[config.mk]
export PLATFORM = sky130hd
export DESIGN_NAME = cog_guard
export DESIGN_NICKNAME = d
export VERILOG_FILES = /design/src/cog_pkg.sv /design/src/cog_guard.sv
export SDC_FILE = /design/constraint.sdc
export NUM_CORES = 2
export LEC_CHECK = 0
export ABC_CLOCK_PERIOD_IN_PS = 10790
export BUFFER_PORTS_ARGS = -buffer_cell sky130_fd_sc_hd__buf_2
export CORE_MARGIN = 1.5
export CORE_UTILIZATION = 30
export CTS_CLUSTER_SIZE = 14
export DETAILED_ROUTE_END_ITERATION = 10
export HOLD_SLACK_MARGIN = 0.06
export RECOVER_POWER = 50
export SLEW_MARGIN = 20
export SYNTH_ARGS = -nofsm -noshare
export SYNTH_HDL_FRONTEND = slang
export SYNTH_SLANG_ARGS = --single-unit
[constraint.sdc]
create_clock -name i_clock -period 10.79 [get_ports i_clock]
set_clock_uncertainty 0.05 [all_clocks]
set_input_delay 0.5395 -clock i_clock [delete_from_list [all_inputs] [get_ports i_clock]]
set_output_delay 0.5395 -clock i_clock [all_outputs]
set_load 0.05 [all_outputs]
[src/cog_pkg.sv]
// Constants, encodings and timing counts of the close-onto-fault guard.
// Assumes a single 25 MHz clock and a millisecond time base derived from it.
//
// Function
// Rising activation edge arms guard, starts countdown.
// Trigger while armed trips at once.
// Armed period equals chosen release time.
// Block input stops arming and tripping.
// Trip output opens the breaker directly.
// Only binary inputs, no analog measurement.
// Mode setting, default On, echoed as behaviour.
// Forced status overrides reported status.
// Condition reports Normal/Init/Active/Trip/Blocked.
// ON/OFF events, per-event store selection.
// Clearable cumulative counter per event.
// Twelve records, oldest overwritten on activation.
// Record: time, event, group, remaining, elapsed.
// Setting group change applies while running.
// Expiry drops active, needs new edge; a trigger held at expiry keeps the guard tripped until it drops.
// Off/Blocked suppress; Test reports, no trip.
package cog_pkg;

    // -------------------------------------------------------------
    // Timing.
    // -------------------------------------------------------------
    localparam int CLOCK_HZ = 25_000_000;  // System clock rate.
    localparam int TICK_MS = 1;  // Time base step in milliseconds.
    localparam int TICK_CYCLES = CLOCK_HZ / 1000 * TICK_MS;  // Cycles per millisecond.
    localparam int REL_W = 21;  // Width of a time in milliseconds.
    localparam logic [20:0] REL_MAX_MS = 21'h1B7740;  // 1800.000 s longest release.
    localparam logic [20:0] REL_DEF_MS = 21'h0003E8;  // 1.000 s default release.

    // -------------------------------------------------------------
    // Sizes.
    // -------------------------------------------------------------
    localparam int GROUPS = 8;  // Setting groups.
    localparam int RECORDS = 12;  // Records kept.
    localparam int CNT_W = 16;  // Counter width.
    localparam int TS_W = 64;  // Time stamp width.

    // -------------------------------------------------------------
    // Event indices, also the record event code.
    // -------------------------------------------------------------
    localparam int EV_INIT = 0;  // Init event.
    localparam int EV_BLOCK = 1;  // Block event.
    localparam int EV_ACTIVE = 2;  // Active event.
    localparam int EV_TRIP = 3;  // Trip event.

    // Operating mode codes.
    typedef enum logic [2:0] {
        COG_MODE_ON = 3'h0,
        COG_MODE_BLOCKED = 3'h1,
        COG_MODE_TEST = 3'h2,
        COG_MODE_TEST_BLOCKED = 3'h3,
        COG_MODE_OFF = 3'h4
    } cog_mode_t;

    // Forced status codes.
    typedef enum logic [1:0] {
        COG_FORCE_NORMAL = 2'h0,
        COG_FORCE_BLOCKED = 2'h1,
        COG_FORCE_ACTIVE = 2'h2,
        COG_FORCE_TRIP = 2'h3
    } cog_force_t;

    // Reported condition codes.
    typedef enum logic [2:0] {
        COG_COND_NORMAL = 3'h0,
        COG_COND_INIT = 3'h1,
        COG_COND_ACTIVE = 3'h2,
        COG_COND_TRIP = 3'h3,
        COG_COND_BLOCKED = 3'h4
    } cog_cond_t;

    // Guard states, one-hot.
    typedef enum logic [2:0] {
        COG_ST_IDLE = 3'h1,
        COG_ST_ARMED = 3'h2,
        COG_ST_TRIPPED = 3'h4
    } cog_state_t;

endpackage

[src/cog_guard.sv]
// Close-onto-fault guard: arms on an activation edge, trips instantly on a
// trigger while armed, and keeps events, counters and a record log.
// Assumes pin inputs are asynchronous and setting/time inputs share i_clock.
`timescale 1ns/1ps

module cog_guard #(
    parameter int TICK_CYCLES = cog_pkg::TICK_CYCLES
) (
    input wire logic i_clock,
    input wire logic i_srst,
    input wire logic i_arming_input,
    input wire logic i_guard_block_input,
    input wire logic i_fault_trigger_input,
    input wire logic [2:0] i_mode,
    input wire logic [1:0] i_force,
    input wire logic [2:0] i_setting_group_choice,
    input wire logic [cog_pkg::GROUPS*cog_pkg::REL_W-1:0] i_release_time_setting,
    input wire logic [cog_pkg::TS_W-1:0] i_timestamp,
    input wire logic [3:0] i_event_on_store,
    input wire logic [3:0] i_event_off_store,
    input wire logic [3:0] i_counter_clear,
    input wire logic [3:0] i_record_index,
    output logic o_guard_trip_output,
    output logic o_guard_armed_output,
    output logic [cog_pkg::REL_W-1:0] o_release_time_remaining,
    output logic [cog_pkg::REL_W-1:0] o_active_time,
    output logic [2:0] o_behaviour,
    output logic [2:0] o_condition,
    output logic [3:0] o_event_on,
    output logic [3:0] o_event_off,
    output logic [cog_pkg::TS_W-1:0] o_event_time,
    output logic [4*cog_pkg::CNT_W-1:0] o_counters,
    output logic [3:0] o_record_count,
    output logic [cog_pkg::TS_W-1:0] o_record_time,
    output logic [1:0] o_record_event,
    output logic [2:0] o_record_group,
    output logic [cog_pkg::REL_W-1:0] o_record_remaining,
    output logic [cog_pkg::REL_W-1:0] o_record_elapsed
);

    // -----------------------------------------------------------------
    // Input synchronisers.
    // -----------------------------------------------------------------
    // Only binary levels arrive; each passes two flops before use.
    logic [2:0] sync_a;  // First stage, read only by the second.
    logic [2:0] sync_b;  // Second stage, safe to use.
    logic arm_prev;  // Previous synchronised activation level.

    // Two-flop synchroniser for activation, block and trigger.
    always_ff @(posedge i_clock) begin
        if (i_srst) begin
            sync_a <= 3'h0;
            sync_b <= 3'h0;
            arm_prev <= 1'b0;
        end else begin
            sync_a <= {i_fault_trigger_input, i_guard_block_input, i_arming_input};
            sync_b <= sync_a;
            arm_prev <= sync_b[0];
        end
    end

    wire arm_lvl = sync_b[0];  // Activation level.
    wire blk_lvl = sync_b[1];  // Block input level.
    wire fault_lvl = sync_b[2];  // Trigger level.
    wire arm_edge = arm_lvl & ~arm_prev;  // Only a rise arms.

    // -----------------------------------------------------------------
    // Mode decode.
    // -----------------------------------------------------------------
    wire mode_blocked = (i_mode == cog_pkg::COG_MODE_BLOCKED)
        | (i_mode == cog_pkg::COG_MODE_TEST_BLOCKED)
        | (i_mode == cog_pkg::COG_MODE_OFF);  // Suppress arming.
    wire mode_test = (i_mode == cog_pkg::COG_MODE_TEST)
        | (i_mode == cog_pkg::COG_MODE_TEST_BLOCKED);  // No breaker drive.
    wire blocked = blk_lvl | mode_blocked;  // Any blocking source.
    wire mode_legal = (i_mode <= cog_pkg::COG_MODE_OFF);  // Unknown codes read as On.

    // -----------------------------------------------------------------
    // Millisecond time base.
    // -----------------------------------------------------------------
    logic [15:0] div_cnt;  // Divider count.
    wire tick = (div_cnt == 16'(TICK_CYCLES - 1));  // One-cycle ms enable.

    // Free-running divider producing the ms enable.
    always_ff @(posedge i_clock) begin
        if (i_srst) begin
            div_cnt <= 16'h0000;
        end else begin
            div_cnt <= tick ? 16'h0000 : div_cnt + 16'h0001;
        end
    end

    // -----------------------------------------------------------------
    // Release time of the group in use, read live.
    // -----------------------------------------------------------------
    wire [cog_pkg::REL_W-1:0] rel_raw =
        i_release_time_setting[i_setting_group_choice*cog_pkg::REL_W +: cog_pkg::REL_W];
    wire [cog_pkg::REL_W-1:0] rel_time =
        (rel_raw > cog_pkg::REL_MAX_MS) ? cog_pkg::REL_MAX_MS : rel_raw;  //

    // -----------------------------------------------------------------
    // Guard state machine.
    // -----------------------------------------------------------------
    cog_pkg::cog_state_t state;  // Current state.
    cog_pkg::cog_state_t next_state;  // Next state.
    logic [cog_pkg::REL_W-1:0] elapsed;  // Milliseconds spent armed.
    logic [cog_pkg::REL_W-1:0] next_elapsed;  // Next elapsed value.

    wire expired = (elapsed >= rel_time);  // Armed period is over.
    wire armed = (state == cog_pkg::COG_ST_ARMED) | (state == cog_pkg::COG_ST_TRIPPED);
    wire start_ok = arm_edge & ~blocked & (rel_time != '0);  // Arming allowed.

    // Next-state logic: arm on edge, trip on trigger, release on expiry.
    always_comb begin
        next_state = state;
        next_elapsed = elapsed;
        case (state)
            cog_pkg::COG_ST_IDLE: begin
                if (start_ok) begin
                    next_state = cog_pkg::COG_ST_ARMED;
                    next_elapsed = '0;
                end
            end
            cog_pkg::COG_ST_ARMED, cog_pkg::COG_ST_TRIPPED: begin
                if (blocked) begin  // Block ends the armed period.
                    next_state = cog_pkg::COG_ST_IDLE;
                end else if (expired & ~fault_lvl) begin
                    next_state = cog_pkg::COG_ST_IDLE;
                end else if (fault_lvl) begin  // Instant trip while armed.
                    next_state = cog_pkg::COG_ST_TRIPPED;
                end else begin
                    next_state = cog_pkg::COG_ST_ARMED;
                end
                if (tick & ~expired) begin
                    next_elapsed = elapsed + 21'h000001;
                end
            end
            default: begin
                next_state = cog_pkg::COG_ST_IDLE;
            end
        endcase
    end

    // State register.
    always_ff @(posedge i_clock) begin
        if (i_srst) begin
            state <= cog_pkg::COG_ST_IDLE;
            elapsed <= '0;
        end else begin
            state <= next_state;
            elapsed <= next_elapsed;
        end
    end

    // -----------------------------------------------------------------
    // Status flags with forcing applied.
    // -----------------------------------------------------------------
    wire f_block = (i_force == cog_pkg::COG_FORCE_BLOCKED);  // Forced blocked.
    wire f_act = (i_force == cog_pkg::COG_FORCE_ACTIVE);  // Forced active.
    wire f_trip = (i_force == cog_pkg::COG_FORCE_TRIP);  // Forced trip.
    wire f_any = f_block | f_act | f_trip;  // Any forcing.
    wire tripped = (state == cog_pkg::COG_ST_TRIPPED);  // Real trip.
    wire [3:0] flag;  // Init, block, active, trip.
    assign flag[cog_pkg::EV_INIT] = ~f_any & arm_lvl & ~blocked;
    assign flag[cog_pkg::EV_BLOCK] = f_any ? f_block : blocked;
    assign flag[cog_pkg::EV_ACTIVE] = f_any ? (f_act | f_trip) : armed;
    assign flag[cog_pkg::EV_TRIP] = f_any ? f_trip : tripped;

    // Condition code, highest priority first.
    wire [2:0] cond = flag[cog_pkg::EV_TRIP] ? cog_pkg::COG_COND_TRIP
        : flag[cog_pkg::EV_ACTIVE] ? cog_pkg::COG_COND_ACTIVE
        : flag[cog_pkg::EV_BLOCK] ? cog_pkg::COG_COND_BLOCKED
        : flag[cog_pkg::EV_INIT] ? cog_pkg::COG_COND_INIT
        : cog_pkg::COG_COND_NORMAL;

    logic [3:0] flag_prev;  // Flags one cycle ago.
    wire [3:0] rise = flag & ~flag_prev;  // ON edges.
    wire [3:0] fall = ~flag & flag_prev;  // OFF edges.

    // Registered status outputs; Test modes hold the breaker drive low.
    always_ff @(posedge i_clock) begin
        if (i_srst) begin
            flag_prev <= 4'h0;
            o_guard_trip_output <= 1'b0;
            o_guard_armed_output <= 1'b0;
            o_condition <= cog_pkg::COG_COND_NORMAL;
            o_behaviour <= cog_pkg::COG_MODE_ON;
            o_release_time_remaining <= '0;
            o_active_time <= '0;
        end else begin
            flag_prev <= flag;
            o_guard_trip_output <= flag[cog_pkg::EV_TRIP] & ~mode_test;
            o_guard_armed_output <= flag[cog_pkg::EV_ACTIVE];
            o_condition <= cond;
            o_behaviour <= mode_legal ? i_mode : cog_pkg::COG_MODE_ON;
            o_release_time_remaining <= (armed & ~expired) ? rel_time - elapsed : '0;
            o_active_time <= armed ? elapsed : '0;
        end
    end

    // -----------------------------------------------------------------
    // Events with per-event store selection.
    // -----------------------------------------------------------------
    // Event pulses with the time stamp of their cycle.
    always_ff @(posedge i_clock) begin
        if (i_srst) begin
            o_event_on <= 4'h0;
            o_event_off <= 4'h0;
            o_event_time <= '0;
        end else begin
            o_event_on <= rise & i_event_on_store;
            o_event_off <= fall & i_event_off_store;
            o_event_time <= i_timestamp;
        end
    end

    // -----------------------------------------------------------------
    // Cumulative counters, one per event.
    // -----------------------------------------------------------------
    genvar g;
    generate
        for (g = 0; g < 4; g++) begin : gen_cnt
            logic [cog_pkg::CNT_W-1:0] cnt;  // Count of ON edges.
            // A count arriving with a clear restarts at one, so it is kept.
            always_ff @(posedge i_clock) begin
                if (i_srst) begin
                    cnt <= '0;
                end else if (i_counter_clear[g]) begin
                    cnt <= {{(cog_pkg::CNT_W-1){1'b0}}, rise[g]};
                end else if (rise[g]) begin
                    cnt <= cnt + 16'h0001;
                end
            end
            assign o_counters[g*cog_pkg::CNT_W +: cog_pkg::CNT_W] = cnt;
        end
    endgenerate

    // -----------------------------------------------------------------
    // Record log, written on each activation ON.
    // -----------------------------------------------------------------
    logic [cog_pkg::TS_W-1:0] rec_time [cog_pkg::RECORDS];  // Time stamps.
    logic [2:0] rec_group [cog_pkg::RECORDS];  // Group in use, 0 is group 1.
    logic [cog_pkg::REL_W-1:0] rec_rem [cog_pkg::RECORDS];  // Remaining time.
    logic [cog_pkg::REL_W-1:0] rec_act [cog_pkg::RECORDS];  // Elapsed time.
    logic [3:0] wr_ptr;  // Next slot, wraps over the oldest.
    wire rec_we = rise[cog_pkg::EV_ACTIVE];  // Activation ON.
    wire [3:0] last_slot = 4'(cog_pkg::RECORDS - 1);  // Wrap point.

    // Write pointer and fill count.
    always_ff @(posedge i_clock) begin
        if (i_srst) begin
            wr_ptr <= 4'h0;
            o_record_count <= 4'h0;
        end else if (rec_we) begin
            wr_ptr <= (wr_ptr == last_slot) ? 4'h0 : wr_ptr + 4'h1;
            if (o_record_count != 4'(cog_pkg::RECORDS)) begin
                o_record_count <= o_record_count + 4'h1;
            end
        end
    end

    // Record storage; no reset needed as the count qualifies it.
    always_ff @(posedge i_clock) begin
        if (rec_we) begin
            rec_time[wr_ptr] <= i_timestamp;
            rec_group[wr_ptr] <= i_setting_group_choice;
            rec_rem[wr_ptr] <= rel_time - elapsed;
            rec_act[wr_ptr] <= elapsed;
        end
    end

    // Read slot: index 0 is the newest record.
    wire [4:0] rd_sum = {1'b0, wr_ptr} + 5'(cog_pkg::RECORDS) - {1'b0, i_record_index} - 5'h01;
    wire [4:0] rd_wrap = (rd_sum >= 5'(cog_pkg::RECORDS)) ? rd_sum - 5'(cog_pkg::RECORDS) : rd_sum;
    wire [3:0] rd_slot = rd_wrap[3:0];
    wire rd_ok = (i_record_index < o_record_count);  // Valid entry selected.

    // Registered record read port; empty slots read as zero.
    always_ff @(posedge i_clock) begin
        if (i_srst) begin
            o_record_time <= '0;
            o_record_event <= 2'h0;
            o_record_group <= 3'h0;
            o_record_remaining <= '0;
            o_record_elapsed <= '0;
        end else if (rd_ok) begin
            o_record_time <= rec_time[rd_slot];
            o_record_event <= 2'(cog_pkg::EV_ACTIVE);
            o_record_group <= rec_group[rd_slot];
            o_record_remaining <= rec_rem[rd_slot];
            o_record_elapsed <= rec_act[rd_slot];
        end else begin
            o_record_time <= '0;
            o_record_event <= 2'h0;
            o_record_group <= 3'h0;
            o_record_remaining <= '0;
            o_record_elapsed <= '0;
        end
    end

endmodule // cog_guard

Word-level counts from Yosys, hierarchy flattened
Memories as Yosys holds them, arrays and structs flattened. A register that Yosys moved wholly into a read port is not among the register bits.
Index checks and enable logic that the tools add are counted.

word-level totals
  bits in read-only memories = 0
  bits in registers = 247
  output and inout port bits = 301
  latch bits = 0
  memories = 4
  memory bits (writable) = 1308

operators by class
  add/subtract/negate cells = 13
  muxes and demuxes = 29
  $lt $le $gt $ge = 5
  reductions and logical operators = 19
  equal/unequal tests = 15
  bitwise gates (word level) = 33
  shifts and indexed selects = 1
  divide/modulo/power cells = 0
  $mul = 1

memories
  memory     depth  width  read ports  clocked after Yosys merged registers in  write ports  line              RTL
  rec_time   12     64     1           1                                        1            cog_guard.sv:241  logic [cog_pkg::TS_W-1:0] rec_time [cog_pkg::RECORDS];
  rec_act    12     21     1           1                                        1            cog_guard.sv:244  logic [cog_pkg::REL_W-1:0] rec_act [cog_pkg::RECORDS];
  rec_rem    12     21     1           1                                        1            cog_guard.sv:243  logic [cog_pkg::REL_W-1:0] rec_rem [cog_pkg::RECORDS];
  rec_group  12     3      1           1                                        1            cog_guard.sv:242  logic [2:0] rec_group [cog_pkg::RECORDS];

operator list
  cell                                                                count
  168-bit by 9-bit indexed part select with 21-bit output             1
  16-bit by 1-bit adder with 16-bit output, second input constant     5
  21-bit 2-to-1 mux                                                   3
  21-bit one-hot mux with 2 select lines                              1
  21-bit by 1-bit adder with 21-bit output, second input constant     1
  21-bit >= comparator                                                1
  21-bit greater-than comparator, second input constant               1
  21-bit nonzero test                                                 1
  21-bit subtractor                                                   1
  2-bit OR reduction                                                  10
  4-bit AND                                                           4
  16-bit by 15-bit == test with 1-bit output, second input constant   1
  3-bit 2-to-1 mux                                                    5
  1-bit 2-to-1 mux                                                    14
  1-bit inverter                                                      10
  2-bit nonzero test                                                  5
  1-bit AND                                                           9
  3-bit by 2-bit == test with 1-bit output, second input constant     3
  4-bit by 1-bit adder with 4-bit output, second input constant       2
  3-bit by 5-bit multiplier with 8-bit output, second input constant  1
  4-bit 2-to-1 mux                                                    2
  4-bit inverter                                                      2
  1-bit bitwise OR                                                    8
  3-bit by 1-bit == test with 1-bit output, second input constant     2
  18 further kinds                                                    23

Longest topological paths before layout
  word-level depth = 10
  gate-level depth with buffers = 23
  mapped depth without buffers = 19

Worst setup path before layout
Ideal clock, no wire load.

  path kind = input-to-reg
  start = in i_force[0]
  end = mem rec_act[0][0] in the netlist's numbering (enable)
  setup time = 0.710 ns
  cell stages on the path = 7
  data arrival time = 8.977 ns
  setup slack = 1.053 ns
  path through = inv_1 -> a31o_2 -> nor2b_1 -> clkbuf_1 -> clkbuf_1 -> nand2_1 -> nor3_1

on the way
  longest elaborated chain between the ends = 7

ends and longest elaborated chain
  element                                                                    line                                RTL
  start: declaration                                                         cog_guard.sv:15                     input wire logic [1:0] i_force,
  2-bit by 1-bit == test with 1-bit output or 2-bit == test (tied branches)  cog_guard.sv:158, cog_guard.sv:159
  1-bit bitwise OR (2 in a row)                                              cog_guard.sv:161                    wire f_any = f_block | f_act | f_trip;
  1-bit 2-to-1 mux (*)                                                       cog_guard.sv:166                    assign flag[cog_pkg::EV_ACTIVE] = f_any ? (f_act | f_trip) : armed;
  4-bit AND (*)                                                              cog_guard.sv:177                    wire [3:0] rise = flag & ~flag_prev;
  1-bit 2-to-1 mux (*)                                                       cog_guard.sv:264                    if (rec_we) begin
  1-bit 2-to-1 mux (not written as such) (*)                                 cog_guard.sv:268                    rec_act[wr_ptr] <= elapsed;
  end: declaration                                                           cog_guard.sv:244

Mark *: on every way between the ends. The rest lies on a longest branch, timed or not.

Final worst setup path
  start = in i_setting_group_choice[1]
  end = mem rec_rem[5][14] in the netlist's numbering, data pin

on the way
  longest elaborated chain between the ends = 5

ends and longest elaborated chain
  element                                                      line              RTL
  start: declaration                                           cog_guard.sv:16   input wire logic [2:0] i_setting_group_choice,
  3-bit by 5-bit multiplier with 8-bit output (*)              cog_guard.sv:97   i_release_time_setting[i_setting_group_choice*cog_pkg::REL_W +: cog_pkg::REL_W];
  168-bit by 9-bit indexed part select with 21-bit output (*)  cog_guard.sv:97
  21-bit greater-than comparator                               cog_guard.sv:99   (rel_raw > cog_pkg::REL_MAX_MS) ? cog_pkg::REL_MAX_MS : rel_raw;
  21-bit 2-to-1 mux (*)                                        cog_guard.sv:99
  21-bit subtractor (*)                                        cog_guard.sv:267  rec_rem[wr_ptr] <= rel_time - elapsed;
  end: declaration                                             cog_guard.sv:243

Marks and branches as above.

==> Flow_metrics.wiki <==
{| class="wikitable"
! Metric !! Value
|-
| Clock latency reported for the late side of the worst-skew pair || 0.84 ns
|-
| DRC || 0
|-
| Crit share post-route || 0.7999
|-
| Max Fanout on Critical Path || 77
|-
| Worst hold path cell count || 4
|-
| Layout overhead on the synthesized area || 20.56%
|-
| Sequential fraction of the synthesis area || 0.7289
|-
| Routed vias || 34.78k
|-
| Max clock buf depth || 3
|-
| Hold Startpoint || i_counter_clear[1]
|-
| IR drop worst, VDD || 0.0001569 V
|-
| Data arrival at the endpoint of the critical path || 9.08 ns
|-
| FFs w/ async S/R, synth || 0
|-
| Per-cell routed wire length || 25.10 µm
|-
| Final number of hold-violating endpoints || 0
|-
| Pre-Repair DR Iteration Count || 5
|-
| Cell with the biggest individual delay on the critical path || clkbuf_1
|-
| Placeable core region || 0.2102 mm²
|-
| Setup total negative slack || 0 ns
|-
| Startpoint Class || input port
|-
| Setup repair after global routing missed its margin || no
|-
| Max-cap viol count || 9
|-
| Startpoint of the worst register-to-register path || state[2]$_SDFFE_PP0P_
|-
| Final setup slack of the worst path || 2.159 ns
|-
| Leakage power summed over all cells || 25.10 nW
|-
| Post-Route Hold Slack || 0.1975 ns
|-
| TritonCTS clock tree || yes
|-
| Post-synth top area share || 0.6175
|-
| Antenna Violating Nets Remaining || 0
|-
| Highest attainable clock frequency || 0.1159 GHz
|-
| Number of pins exceeding their max-slew limit in the final report || 367
|-
| Commonest non-fill, non-tap cells in the layout || 1308 x edfxtp_1, 405 x clkbuf_1, 365 x mux4_2
|-
| Die area || 0.2148 mm²
|-
| Storage cell area || 0.04636 mm²
|-
| Overall fraction of global-route tracks in use || 0.1651
|-
| Die span in y || 463.5 µm
|-
| # H-tree levels || 4
|-
| Fraction of final layout cells with drive strength greater than 1 || 0.2175
|-
| Overall die width || 463.5 µm
|-
| Violation count after the first detailed-routing iteration || 2524
|-
| Post-synth design cell area || 0.06361 mm²
|-
| Worst reg2reg endpoint || rec_time[10][42]$_DFFE_PP_
|-
| Final Critical Period || 8.631 ns
|-
| Final-stage net count || 4510
|-
| Clock transition at path regs || 0.06 ns
|-
| First-pass GRT wire length || 257700 µm
|-
| Detailed-route wire length || 180000 µm
|-
| Number of port buffers || 560
|-
| Number of different library cells in the post-synthesis netlist || 73
|-
| Cell type contributing the most total cell area after synthesis || edfxtp_1
|-
| Via count of the first global-routing pass || 36.14k
|-
| Most common cell after layout, fill and taps aside || edfxtp_1
|-
| Average size of a mapped cell || 18.26 µm²
|-
| Per-cell via count in the routed design || 4.849
|-
| Number of CTS-inserted buffers || 179
|-
| Final HPWL from detailed placement || 110000 µm
|-
| Number of clock sinks || 1662
|-
| Cell chain of the critical path || clkbuf_1 -> mux2i_1 -> nor2_1 -> mux4_2 -> o2111ai_1 -> o21bai_1 -> a41oi_1 -> o31ai_2 -> nand2_1 -> ha_1 -> inv_1 -> fa_1 -> a21o_1 -> a21o_1 -> a21oi_1 -> o21ai_1 -> a211o_1 -> a211oi_1 -> nor3_1 -> nor2_1
|-
| Violations in the final reports || capacitance limit, slew limit
|-
| Primary FF master, synth || edfxtp_1
|-
| Worst max-slew margin expressed relative to the limit || -1.846
|-
| Transition time at the pin with the least slew margin || 4.269 ns
|-
| Number of ports placed on the die boundary || 562
|-
| Endpoint with the worst hold slack || gen_cnt[1].cnt[0]$_SDFFE_PP0P_
|-
| Placement Setup Slack || 3.427 ns
|-
| Type of the tightest min-delay check || input port to flip-flop
|-
| Finish-stage setup viols || 0
|-
| Post-Syn Instances || 3483
|-
| Crit-path max cell delay || 2.94 ns
|-
| Critical path endpoint category || flip-flop
|-
| Data required, critical path || 11.24 ns
|-
| Syn_nets || 3790
|-
| Total global routing overflow || 0
|-
| Register-to-register path setup slack || 5.11 ns
|-
| Buffer type at the clock tree root || clkbuf_16
|-
| Effective utilization at floorplan || 0.3026
|-
| Number of fill cells || 19.88k
|-
| Total power divided by cell area || 203.4 mW/mm²
|-
| Antenna violations before repair || 20
|-
| Total number of yosys warnings || 0
|-
| Outcome || complete, but fails checks
|-
| Critical path class || input port to flip-flop
|-
| Synthesized flop and latch total || 1662
|-
| Synth top area cells || edfxtp_1 62%, mux4_2 13%, dfxtp_1 11%
|-
| Largest net degree at the start of global routing || 128
|-
| R2r worst-path depth || 8
|-
| Post-synth EDFFs || 1308
|-
| Gpl congestion || 0.9374
|-
| Area used by multi-input combinational logic || 0.01645 mm²
|-
| Number of cell rows || 168
|}
sequential cells by signal, indices dropped and copies added, names as in the netlist, 4 cells and up:
signal / cells
wr_ptr: 4
o_active_time: 21
o_event_time: 64
o_record_count: 4
o_release_time_remaining: 21
o_record_elapsed: 21
rec_rem: 252
o_event_on: 4
div_cnt: 16
o_event_off: 4
rec_act: 252
o_record_remaining: 21
elapsed: 21
rec_time: 768
gen_cnt.cnt: 64
flag_prev: 4
o_record_time: 64
rec_group: 36
worst max path at each step:
stage / end / from / slack, ns
2_1_floorplan: rec_act[0][0]$_DFFE_PP_ / i_force[0] / 1.05
3_3_place_gp: elapsed[2]$_SDFFE_PP0P_ / i_setting_group_choice[0] / 3.02
3_5_place_dp: elapsed[2]$_SDFFE_PP0P_ / i_setting_group_choice[0] / 3.43
4_1_cts: elapsed[2]$_SDFFE_PP0P_ / i_setting_group_choice[0] / 3.70
5_1_grt: rec_rem[7][14]$_DFFE_PP_ / i_setting_group_choice[1] / 1.62
6_report: rec_rem[5][14]$_DFFE_PP_ / i_setting_group_choice[1] / 2.16
synthesized netlist by cell type (10+ instances only):
| cell type | instances |
|---|---|
| xnor2_1 | 26 |
| inv_1 | 51 |
| a21o_1 | 15 |
| a211o_1 | 12 |
| a21oi_1 | 39 |
| nand2_1 | 99 |
| xor2_1 | 63 |
| a211oi_1 | 113 |
| and2_1 | 13 |
| nor2_1 | 248 |
| nand4_1 | 27 |
| edfxtp_1 | 1308 |
| dfxtp_1 | 354 |
| clkbuf_1 | 152 |
| and4_1 | 10 |
| and3_1 | 22 |
| nor3_1 | 69 |
| o21ai_0 | 18 |
| mux4_2 | 365 |
| mux2i_1 | 132 |
| nor4_1 | 10 |
| nor2b_1 | 86 |
| buf_1 | 19 |
| ha_1 | 44 |
| nand3_1 | 40 |
through the flow:
stage	total power [mW]	cells	cell area, µm²	util
CTS	15.82	7162	77150	0.3670
detailed placement	9.333	6733	69890	0.3325
global placement	9.312	6733	69890	0.3325
finish	15.60	7172	76680	0.3648
global route	16.17	7168	76670	0.3648
floorplan	8.668	3483	63610	-
critical path, delay by kind of cell:
family                     cells  cell delay, ns
buffers and inverters          2            3.01
and+or+nand+nor                4            1.13
adders and majority gates      2            0.61
muxes                          2            0.93
AOI/OAI and AO/OA             10            2.77
logic make-up after synthesis:
kind of cell,Yosys count,share of synthesized area
flops,1662,0.7289
simple gates,664,0.05059
mux,503,0.1511
compound gates,280,0.03301
buf+inv,238,0.01479
xor+xnor,89,0.01226
fa+ha+maj,46,0.009285
other cells,1,0.00005896
power by group:
group          internal, mW  switching [mW]
Clock                  3.80            2.63
Combinational         0.728            1.27
Sequential             7.11          0.0504
Total                  11.6            3.95
layer usage:
metal | GRT usage | vias to the layer above | wire length, µm | part of all wire
met5 | 0 | - | 65 | 0.00036
li1 | - | 15278 | - | -
met1 | 0.2038 | 18032 | 72320 | 0.40
met2 | 0.2786 | 1222 | 88730 | 0.49
met3 | 0.04289 | 234 | 12890 | 0.072
met4 | 0.05822 | 12 | 6018 | 0.033
cell type report:
cell class,instances,share of cell area
Antenna cell,9,0.0002937
Sequential cell,1662,0.6046
Tap cell,2805,0.04577
Multi-Input combinational cell,1583,0.2145
Clock inverter,106,0.01762
Inverter,53,0.002594
Timing Repair Buffer,724,0.04978
Clock buffer,230,0.06487
what timing repair did:
action / 4_1_cts / 5_1_grt
endpoints found under the setup margin: 0 / 0
gates resized for setup: 0 / 0
hold endpoints to repair: 875 / 0
buffers inserted: 0 / 0
hold buffers: 93 / 0
(Power assumes the default switching activity.)
